### src/design/cts_defines.svh
// Constants for the cell transmission convergence block
`ifndef CTS_DEFINES_SVH
`define CTS_DEFINES_SVH
`define CTS_CELL_LEN 6'h35
`define CTS_HEC_IDX 6'h04
`define CTS_PAIR_LAST 4'h9
`define CTS_SYM_ESC 5'h02
`define CTS_SYM_SOC 5'h07
`define CTS_SYM_SYNC 5'h12
`define CTS_HEC_POLY 8'h07
`define CTS_HEC_COSET 8'h55
`endif

### src/design/cts_pkg.sv
// Types shared by the convergence block and its bench
package cts_pkg;
   typedef struct packed {
      logic soc;
      logic [7:0] data;
   } cts_beat_s;
   typedef enum logic [1:0] {PAIR_FILL, PAIR_SOC, PAIR_SYNC, PAIR_DATA} cts_pair_e;
endpackage

### src/design/cts_fifo.sv
// Small synchronous FIFO with registered flags
`timescale 1ns/1ps
module cts_fifo #(
   parameter int WIDTH = 9,
   parameter int DEPTH = 8
) (
   input wire logic clk,
   input wire logic nrst,
   input wire logic [WIDTH-1:0] inData,
   input wire logic inValid,
   output logic inReady,
   output logic [WIDTH-1:0] outData,
   output logic outValid,
   input wire logic outReady
);
   localparam int AW = $clog2(DEPTH);
   logic [WIDTH-1:0] mem [DEPTH];
   logic [AW-1:0] wrPtr;
   logic [AW-1:0] rdPtr;
   logic [AW:0] count;
   logic [AW:0] next_count;
   logic push;
   logic pop;

   assign push = inValid && inReady;
   assign pop = outValid && outReady;
   assign outData = mem[rdPtr];

   always_comb begin
      next_count = count;
      if (push && !pop) begin
         next_count = count + 1'b1;
      end else if (pop && !push) begin
         next_count = count - 1'b1;
      end
   end

   always_ff @(posedge clk) begin
      if (push) begin
         mem[wrPtr] <= inData;
      end
   end

   always_ff @(posedge clk) begin
      if (!nrst) begin
         wrPtr <= '0;
         rdPtr <= '0;
         count <= '0;
         inReady <= 1'b0;
         outValid <= 1'b0;
      end else begin
         if (push) begin
            wrPtr <= (wrPtr == AW'(DEPTH - 1)) ? '0 : wrPtr + 1'b1;
         end
         if (pop) begin
            rdPtr <= (rdPtr == AW'(DEPTH - 1)) ? '0 : rdPtr + 1'b1;
         end
         count <= next_count;
         // Flags come from the next count so they stay honest every cycle
         inReady <= next_count != (AW + 1)'(DEPTH);
         outValid <= next_count != '0;
      end
   end
endmodule

### src/design/cts_core.sv
// Transmission convergence: pair framing, NRZI, HEC, cell delineation
`timescale 1ns/1ps
`include "cts_defines.svh"
module cts_core #(
   parameter int BIT_DIV = 1,
   parameter bit WRAP_SYNC = 1'b0
) (
   input wire logic clk,
   input wire logic nrst,
   input wire cts_pkg::cts_beat_s txBeat,
   input wire logic txValid,
   output logic txReady,
   input wire logic txScrReset,
   input wire logic syncIn,
   output logic lineOut,
   output logic txUnderrun,
   input wire logic lineIn,
   output cts_pkg::cts_beat_s rxBeat,
   output logic rxValid,
   output logic rxSyncPulse,
   output logic rxCmdErr,
   output logic rxHecErr
);

   function automatic logic [7:0] crc8(input logic [7:0] crc, input logic [7:0] d);
      logic [7:0] c;
      c = crc ^ d;
      for (int i = 0; i < 8; i++) begin
         c = c[7] ? ((c << 1) ^ `CTS_HEC_POLY) : (c << 1);
      end
      return c;
   endfunction

   function automatic logic [4:0] enc(input logic [3:0] n);
      logic [4:0] t [16];
      t = '{5'h15, 5'h09, 5'h0a, 5'h0b, 5'h07, 5'h0d, 5'h0e, 5'h0f,
            5'h12, 5'h19, 5'h1a, 5'h1b, 5'h17, 5'h1d, 5'h1e, 5'h1f};
      return t[n];
   endfunction

   // Returns {valid, nibble}; one loop over the table keeps it in one place
   function automatic logic [4:0] dec(input logic [4:0] s);
      for (int i = 0; i < 16; i++) begin
         if (enc(4'(i)) == s) begin
            return {1'b1, 4'(i)};
         end
      end
      return 5'h00;
   endfunction

   ////////////////////////////////////////////////////////////////////////
   // Bit rate enable
   logic [7:0] divCnt;
   logic bitEn;
   always_ff @(posedge clk) begin
      if (!nrst) begin
         divCnt <= 8'h00;
         bitEn <= 1'b0;
      end else begin
         divCnt <= (divCnt == 8'(BIT_DIV - 1)) ? 8'h00 : divCnt + 8'h01;
         bitEn <= divCnt == 8'(BIT_DIV - 1);
      end
   end

   ////////////////////////////////////////////////////////////////////////
   // Transmit FIFO and pair selection
   cts_pkg::cts_beat_s fifoBeat;
   logic fifoValid;
   logic fifoPop;
   cts_fifo #(.WIDTH($bits(cts_pkg::cts_beat_s)), .DEPTH(8)) u_fifo (
      .clk(clk),
      .nrst(nrst),
      .inData(txBeat),
      .inValid(txValid),
      .inReady(txReady),
      .outData(fifoBeat),
      .outValid(fifoValid),
      .outReady(fifoPop)
   );

   logic syncS1, syncS2, syncS3;
   logic syncPend, wrapEvt, pairLoad;
   logic [3:0] txBitCnt;
   logic [9:0] shifter, next_pair;
   logic [5:0] txLeft, txIdx;
   logic [7:0] txCrc, fillCnt, txOctet;
   cts_pkg::cts_pair_e next_kind, txKind;

   assign pairLoad = bitEn && (txBitCnt == `CTS_PAIR_LAST);
   assign txIdx = `CTS_CELL_LEN - txLeft;

   always_comb begin
      next_kind = cts_pkg::PAIR_FILL;
      fifoPop = 1'b0;
      txOctet = fillCnt;
      if (syncPend) begin
         next_kind = cts_pkg::PAIR_SYNC;
      end else if (txLeft != 6'h00) begin
         if (fifoValid) begin
            next_kind = cts_pkg::PAIR_DATA;
            fifoPop = pairLoad;
            txOctet = (txIdx == `CTS_HEC_IDX) ? (txCrc ^ `CTS_HEC_COSET)
                                              : fifoBeat.data;
         end
      end else if (fifoValid && fifoBeat.soc) begin
         next_kind = cts_pkg::PAIR_SOC;
      end else if (fifoValid) begin
         // Stray octet outside a cell cannot form a whole cell
         fifoPop = pairLoad;
      end
      case (next_kind)
         cts_pkg::PAIR_SYNC: next_pair = {`CTS_SYM_ESC, `CTS_SYM_SYNC};
         cts_pkg::PAIR_SOC: next_pair = {`CTS_SYM_ESC, txScrReset ? `CTS_SYM_ESC
                                                                  : `CTS_SYM_SOC};
         default: next_pair = {enc(txOctet[7:4]), enc(txOctet[3:0])};
      endcase
   end

   always_ff @(posedge clk) begin
      if (!nrst) begin
         syncS1 <= 1'b0;
         syncS2 <= 1'b0;
         syncS3 <= 1'b0;
         syncPend <= 1'b0;
      end else begin
         syncS1 <= syncIn;
         syncS2 <= syncS1;
         syncS3 <= syncS2;
         // A new event in the load cycle keeps the flag set
         if ((syncS2 && !syncS3) || wrapEvt) begin
            syncPend <= 1'b1;
         end else if (pairLoad) begin
            syncPend <= 1'b0;
         end
      end
   end

   always_ff @(posedge clk) begin
      if (!nrst) begin
         txBitCnt <= 4'h0;
         shifter <= 10'h000;
         lineOut <= 1'b0;
         txKind <= cts_pkg::PAIR_FILL;
      end else if (bitEn) begin
         lineOut <= lineOut ^ shifter[9];
         // Fixed ten-bit pair frame from reset keeps commands aligned
         txBitCnt <= pairLoad ? 4'h0 : txBitCnt + 4'h1;
         shifter <= pairLoad ? next_pair : {shifter[8:0], 1'b0};
         if (pairLoad) begin
            txKind <= next_kind;
         end
      end
   end

   always_ff @(posedge clk) begin
      if (!nrst) begin
         txLeft <= 6'h00;
         txCrc <= 8'h00;
         fillCnt <= 8'h00;
         txUnderrun <= 1'b0;
      end else begin
         txUnderrun <= pairLoad && !syncPend && txLeft != 6'h00 && !fifoValid;
         if (pairLoad) begin
            fillCnt <= fillCnt + 8'h01;
            if (next_kind == cts_pkg::PAIR_SOC) begin
               txLeft <= `CTS_CELL_LEN;
               txCrc <= 8'h00;
            end else if (next_kind == cts_pkg::PAIR_DATA) begin
               txLeft <= txLeft - 6'h01;
               if (txIdx < `CTS_HEC_IDX) begin
                  txCrc <= crc8(txCrc, fifoBeat.data);
               end
            end
         end
      end
   end

   ////////////////////////////////////////////////////////////////////////
   // Receive: sync, NRZI decode, pair alignment
   logic rxS1, rxS2, rxS3;
   logic rxBit, rxAligned, rxPairEnd, rxIsCmd, rxInCell, draining;
   logic [9:0] rxWin, next_rxWin;
   logic [3:0] rxBitCnt;
   logic [4:0] decHi, decLo;
   logic [5:0] rxCnt, rdIdx;
   logic [7:0] rxCrc;
   logic [7:0] cellMem [64];

   assign rxBit = rxS2 ^ rxS3;
   assign next_rxWin = {rxWin[8:0], rxBit};
   assign rxIsCmd = next_rxWin[9:5] == `CTS_SYM_ESC &&
                    (next_rxWin[4:0] == `CTS_SYM_ESC || next_rxWin[4:0] == `CTS_SYM_SOC ||
                     next_rxWin[4:0] == `CTS_SYM_SYNC);
   // Unaligned hunt relies on the escape symbol being unique among pairs
   assign rxPairEnd = bitEn && (rxAligned ? rxBitCnt == `CTS_PAIR_LAST : rxIsCmd);
   assign decHi = dec(next_rxWin[9:5]);
   assign decLo = dec(next_rxWin[4:0]);

   always_ff @(posedge clk) begin
      if (!nrst) begin
         rxS1 <= 1'b0;
         rxS2 <= 1'b0;
         rxS3 <= 1'b0;
         rxWin <= 10'h000;
         rxBitCnt <= 4'h0;
         rxAligned <= 1'b0;
      end else begin
         rxS1 <= lineIn;
         rxS2 <= rxS1;
         if (bitEn) begin
            rxS3 <= rxS2;
            rxWin <= next_rxWin;
            rxBitCnt <= rxPairEnd ? 4'h0 : rxBitCnt + 4'h1;
         end
         if (rxPairEnd) begin
            if (next_rxWin[9:5] == `CTS_SYM_ESC) begin
               rxAligned <= 1'b1;
            end else if (!decHi[4] || !decLo[4]) begin
               rxAligned <= 1'b0;
            end
         end
      end
   end

   ////////////////////////////////////////////////////////////////////////
   // Receive: commands, cell capture, header check
   always_ff @(posedge clk) begin
      if (!nrst) begin
         rxInCell <= 1'b0;
         rxCnt <= 6'h00;
         rxCrc <= 8'h00;
         rxSyncPulse <= 1'b0;
         rxCmdErr <= 1'b0;
         rxHecErr <= 1'b0;
         wrapEvt <= 1'b0;
      end else begin
         rxSyncPulse <= 1'b0;
         rxCmdErr <= 1'b0;
         rxHecErr <= 1'b0;
         wrapEvt <= 1'b0;
         if (rxPairEnd && next_rxWin[9:5] == `CTS_SYM_ESC) begin
            if (next_rxWin[4:0] == `CTS_SYM_ESC || next_rxWin[4:0] == `CTS_SYM_SOC) begin
               rxInCell <= 1'b1;
               rxCnt <= 6'h00;
               rxCrc <= 8'h00;
            end else if (next_rxWin[4:0] == `CTS_SYM_SYNC) begin
               rxSyncPulse <= 1'b1;
               wrapEvt <= WRAP_SYNC;
            end else if (rxInCell) begin
               rxCmdErr <= 1'b1;
               rxInCell <= 1'b0;
            end
         end else if (rxPairEnd && rxInCell) begin
            if (!decHi[4] || !decLo[4]) begin
               rxCmdErr <= 1'b1;
               rxInCell <= 1'b0;
            end else begin
               rxCnt <= rxCnt + 6'h01;
               if (rxCnt < `CTS_HEC_IDX) begin
                  rxCrc <= crc8(rxCrc, {decHi[3:0], decLo[3:0]});
               end
               // Detection only: a mismatch drops the cell, no bit repair
               if (rxCnt == `CTS_HEC_IDX &&
                   (rxCrc ^ `CTS_HEC_COSET) != {decHi[3:0], decLo[3:0]}) begin
                  rxHecErr <= 1'b1;
                  rxInCell <= 1'b0;
               end
               if (rxCnt == `CTS_CELL_LEN - 6'h01) begin
                  rxInCell <= 1'b0;
               end
            end
         end
      end
   end

   always_ff @(posedge clk) begin
      if (rxPairEnd && rxInCell && next_rxWin[9:5] != `CTS_SYM_ESC) begin
         cellMem[rxCnt] <= {decHi[3:0], decLo[3:0]};
      end
   end

   // Drain at one octet per clock outruns the writer of the next cell
   logic cellDone;
   assign cellDone = rxPairEnd && rxInCell && next_rxWin[9:5] != `CTS_SYM_ESC &&
                     decHi[4] && decLo[4] && rxCnt == `CTS_CELL_LEN - 6'h01;
   always_ff @(posedge clk) begin
      if (!nrst) begin
         draining <= 1'b0;
         rdIdx <= 6'h00;
         rxValid <= 1'b0;
         rxBeat <= '0;
      end else begin
         rxValid <= draining;
         rxBeat.soc <= draining && rdIdx == 6'h00;
         rxBeat.data <= cellMem[rdIdx];
         if (cellDone) begin
            draining <= 1'b1;
            rdIdx <= 6'h00;
         end else if (draining) begin
            rdIdx <= rdIdx + 6'h01;
            draining <= rdIdx != `CTS_CELL_LEN - 6'h01;
         end
      end
   end
endmodule

### config.mk
export PLATFORM = sky130hd
export DESIGN_NAME = cts_core
export DESIGN_NICKNAME = d
export VERILOG_FILES = /design/src/design/cts_pkg.sv /design/src/design/cts_fifo.sv /design/src/design/cts_core.sv
export VERILOG_INCLUDE_DIRS = /design/src /design/src/design
export SDC_FILE = /design/constraint.sdc
export NUM_CORES = 1
export LEC_CHECK = 0
export ABC_AREA = 1
export ABC_CLOCK_PERIOD_IN_PS = 3700
export BUFFER_PORTS_ARGS = -buffer_cell sky130_fd_sc_hd__buf_2
export CAP_MARGIN = 0
export CORE_UTILIZATION = 25
export DETAILED_ROUTE_END_ITERATION = 7
export GPL_ROUTABILITY_DRIVEN = 0
export MAX_ROUTING_LAYER = met4
export PLACE_DENSITY = 0.49
export SLEW_MARGIN = 10
export SYNTH_ARGS = -nofsm -noshare
export SYNTH_HDL_FRONTEND = slang
export SYNTH_SLANG_ARGS = --single-unit
### constraint.sdc
create_clock -name clk -period 3.7 [get_ports clk]
set_input_delay 0.74 -clock clk [delete_from_list [all_inputs] [get_ports clk]]
set_output_delay 0.74 -clock clk [all_outputs]
set_load 0.01 [all_outputs]
==> flow_metrics.env <==
export IMPL_core_um2=116400
export IMPL_cts_resized=0
export IMPL_hold_viol=0
export IMPL_die_w_um=344.7
export IMPL_hold_buffers=0
export IMPL_min_to="syncS1"
export IMPL_cp_required_ns=3.97
export IMPL_vias=20010
export IMPL_cp_num_buf_inv=1
export IMPL_yosysTopAreaCell="edfxtp_1"
export IMPL_fp_dieH_um=344.7
export IMPL_area_growth_pct=15.91
export IMPL_drc_errors=0
export IMPL_dp_hpwl_mm=50.11
export IMPL_syn_num_nets=2715
export IMPL_yosysTopAreaCellShare=0.5974
export IMPL_post_route_period_util=0.8151
export IMPL_end_kind="flop"
export IMPL_cts_setup_buffers=0
export IMPL_grt_pass1_wl_mm=121.8
export IMPL_port_buffers=30
export IMPL_use_met1=0.1852
export IMPL_drt_wl_total_mm=80.60
export IMPL_critPathKind="reg -> reg"
export IMPL_peakVddDrop_v=0.0003438
export IMPL_grt_total_usage=0.1388
export IMPL_cp_max_fo=8
export IMPL_ys_ff_latch=702
export IMPL_synth_flop_cell="edfxtp_1"
export IMPL_start_util=0.2523
export IMPL_combPwrFrac=0.029
export IMPL_tightestPinTransition_ns=0.9670
export IMPL_instances_no_fill=4318
export IMPL_setup_tns_ns=0
export IMPL_clkLatencyLatePin_ns=0.64
export IMPL_synthCells=2673
export IMPL_p_seq_frac=0.520
export IMPL_grt_busiest_layer="met2"
export IMPL_r2r_setup_slack_ns=0.68
export IMPL_drive_gt1_frac=0.09735
export IMPL_use_met3=0.01984
export IMPL_crit_arrival_ns=3.28
export IMPL_rsz0062_at_grt="false"
export IMPL_whs_path_depth=3
export IMPL_insertedDiodeCount=0
export IMPL_final_area_um2=34020
export IMPL_setup_violations=0
export IMPL_power_leakage_uw=0.01151
export IMPL_ys_seq_area_frac=0.6779
export IMPL_cts_made_buffers=76
export IMPL_io_pins=31
export IMPL_clockPowerShare=0.450
export IMPL_fp_dieArea_um2=118800
export IMPL_relSlewSlack=0.3553
export IMPL_synth_edf_count=584
export IMPL_h_tree_depth=3
export IMPL_dr_pass1_iters=6
export IMPL_cpMaxStageDelayCell="nor2_1"
export IMPL_r2r_cells=12
export IMPL_grt_max_degree=183
export IMPL_hold_class="in -> reg"
export IMPL_cp_num_cells=12
export IMPL_r2r_start="rxWin[5]"
export IMPL_async_flop_share=0
export IMPL_avgViaCountPerCell=4.633
export IMPL_synth_area_leaders="edfxtp_1 (60%), dfxtp_1 (8.0%), nor2_1 (5.6%)"
export IMPL_internal_power_uw=12900
export IMPL_r2r_end="cellMem[45][1]"
export IMPL_max_cap_violations=0
export IMPL_rows=125
export IMPL_switching_share=0.2186
export IMPL_antenna_found_initial=1
export IMPL_clockBufferDepth=3
export IMPL_netSwitchingPower_uw=3609
export IMPL_yosysWarnings=0
export IMPL_finalCriticalPeriod_ns=3.016
export IMPL_placed_cell_area_um2=31590
export IMPL_fmaxAchievable_mhz=331.6
export IMPL_ys_types=50
export IMPL_skew_ns=0.03270
export IMPL_post_drt_wl_per_cell_um=18.67
export IMPL_power_density_nw_per_um2=485.4
export IMPL_grt_pass1_vias=19650
export IMPL_cts_root_buffer="clkbuf_16"
export IMPL_drtIter0Drc=1806
export IMPL_syn_area_per_cell_um2=10.98
export IMPL_overflow=0
export IMPL_place_inst=4177
export IMPL_worst_path_largest_cell_delay_ns=0.69
export IMPL_hold_start="syncIn"
export IMPL_outcome="complete, no violations"
export IMPL_critPathLaunchType="flop"
export IMPL_synth_area_um2=29350
export IMPL_slew_violations=0
export IMPL_cts_num_sinks=702
export IMPL_path_cells="inv_2, nor2_4, nand2_1, nor2_1, nand2_1, nor2_1, nand2_1, nand2_4, nand3_2, nor2_4, nand4_1, nor2_1"
export IMPL_clkTransAtPathRegs_ns=0.06
export IMPL_worstSetupStartpoint="rxWin[5]"
export IMPL_drtAntennaViolNets=0
export IMPL_cts_tree="yes"
export IMPL_grt_use_met2=0.2200
export IMPL_crit_family="simple AND/OR/NAND/NOR gates"
export IMPL_power_total_uw=16510
export IMPL_nets=2773
[final cells by class]
| cell class | instances | area (um2) |
|---|---|---|
| multi-input combinational | 1670 | 8310 |
| sequential | 702 | 19910 |
| clock inverter | 43 | 364.1 |
| timing repair buffer | 117 | 840.8 |
| inverter | 164 | 628.1 |
| fill | 12050 | 82340 |
| tap | 1524 | 1907 |
| clock buffer | 98 | 2066 |
[through the flow]
stage                 util  setup slack (ns)  hold WS [ns]
floorplan                -            0.6994        0.3905
global placement    0.2715            0.6905        0.4031
detailed placement  0.2715            0.6966        0.4074
CTS                 0.2924            0.6750        0.2676
global route        0.2924            0.3521        0.3032
finish              0.2924            0.6841        0.3068
[routing by layer]
metal	vias up	share of wire
met5	-	0
met4	0	0.022
met3	117	0.049
met2	536	0.47
met1	9716	0.46
li1	9638	-
[worst register-to-register path, stage by stage, from the launching register on]
cell and delay (ns):
dfxtp_1 0.40, inv_2 0.11, nor2_4 0.11, nand2_1 0.05, nor2_1 0.09, nand2_1 0.09, nor2_1 0.10, nand2_1 0.09
nand2_4 0.10, nand3_2 0.13, nor2_4 0.28, nand4_1 0.42, nor2_1 0.69
[power groups by stage]
stage	sequential, uW	clock (uW)	combinational [uW]
finish	8590	7440	480
global route	8600	7900	561
CTS	8590	7620	487
detailed placement	8760	0	484
global placement	8760	0	483
floorplan	8750	0	339
[flip-flops by register name, indices dropped and copies added, names as in the netlist, 9 cells and up, named ones only]
register and flops:
cellMem 512, rxBeat 9, rxWin 9, shifter 10, u_fifo.mem 72
[cells in the final DEF (no fill, tap or decap), types with 9 or more instances in the layout]
master     Yosys  final
dfxtp_1      118    116
clkinv_1       3     19
nand2_1      356    354
nor3_1        22     22
a21oi_1       69     69
o221ai_1      47     47
xor2_1        23     23
ha_1          27     27
nand3_1      146    145
nor2_1       439    437
inv_1        153    146
o211ai_1      21     21
edfxtp_1     584    584
o22ai_1       97     97
buf_4          0     84
clkbuf_16      0     77
inv_2          8      9
clkbuf_1     109     15
xnor2_1       10     10
o21ai_1       10     10
buf_2         23     30
nand4_1       23     23
o21ai_0      314    314
clkinv_2       0     18
[worst max-delay path by stage]
stage	slack [ns]	endpoint
2_1_floorplan	0.70	rxInCell
3_3_place_gp	0.69	cellMem[62][1]
3_5_place_dp	0.70	cellMem[56][5]
4_1_cts	0.68	cellMem[60][6]
5_1_grt	0.35	cellMem[20][7]
6_report	0.68	cellMem[45][1]
[cells in the mapped netlist (all sizes together), types with 2 or more instances]
cell type / instances
a211oi: 5
a21oi: 69
a22o: 2
a22oi: 2
a31oi: 5
a41oi: 2
and3: 5
buf: 28
clkbuf: 109
clkinv: 3
dfxtp: 118
edfxtp: 584
ha: 27
inv: 161
nand2: 361
nand3: 150
nand3b: 2
nand4: 24
nor2: 447
nor3: 24
nor3b: 4
nor4: 5
o211a: 3
o211ai: 21
o21ai: 325
o221ai: 47
o22ai: 97
or2: 4
xnor2: 10
xor2: 23
[logic make-up (layout without fill, tap and decap cells)]
| logic type | Yosys count | after routing | share of synthesized area |
|---|---|---|---|
| adder cells (fa/ha/maj) | 27 | 27 | 0.01151 |
| XOR/XNOR | 33 | 33 | 0.009846 |
| AND/OR/NAND/NOR | 1026 | 1026 | 0.1471 |
| AO/OA/AOI/OAI | 584 | 584 | 0.1141 |
| buffers and inverters | 301 | 422 | 0.03947 |
| flip-flops | 702 | 702 | 0.6779 |
(Power assumes the default switching activity.)
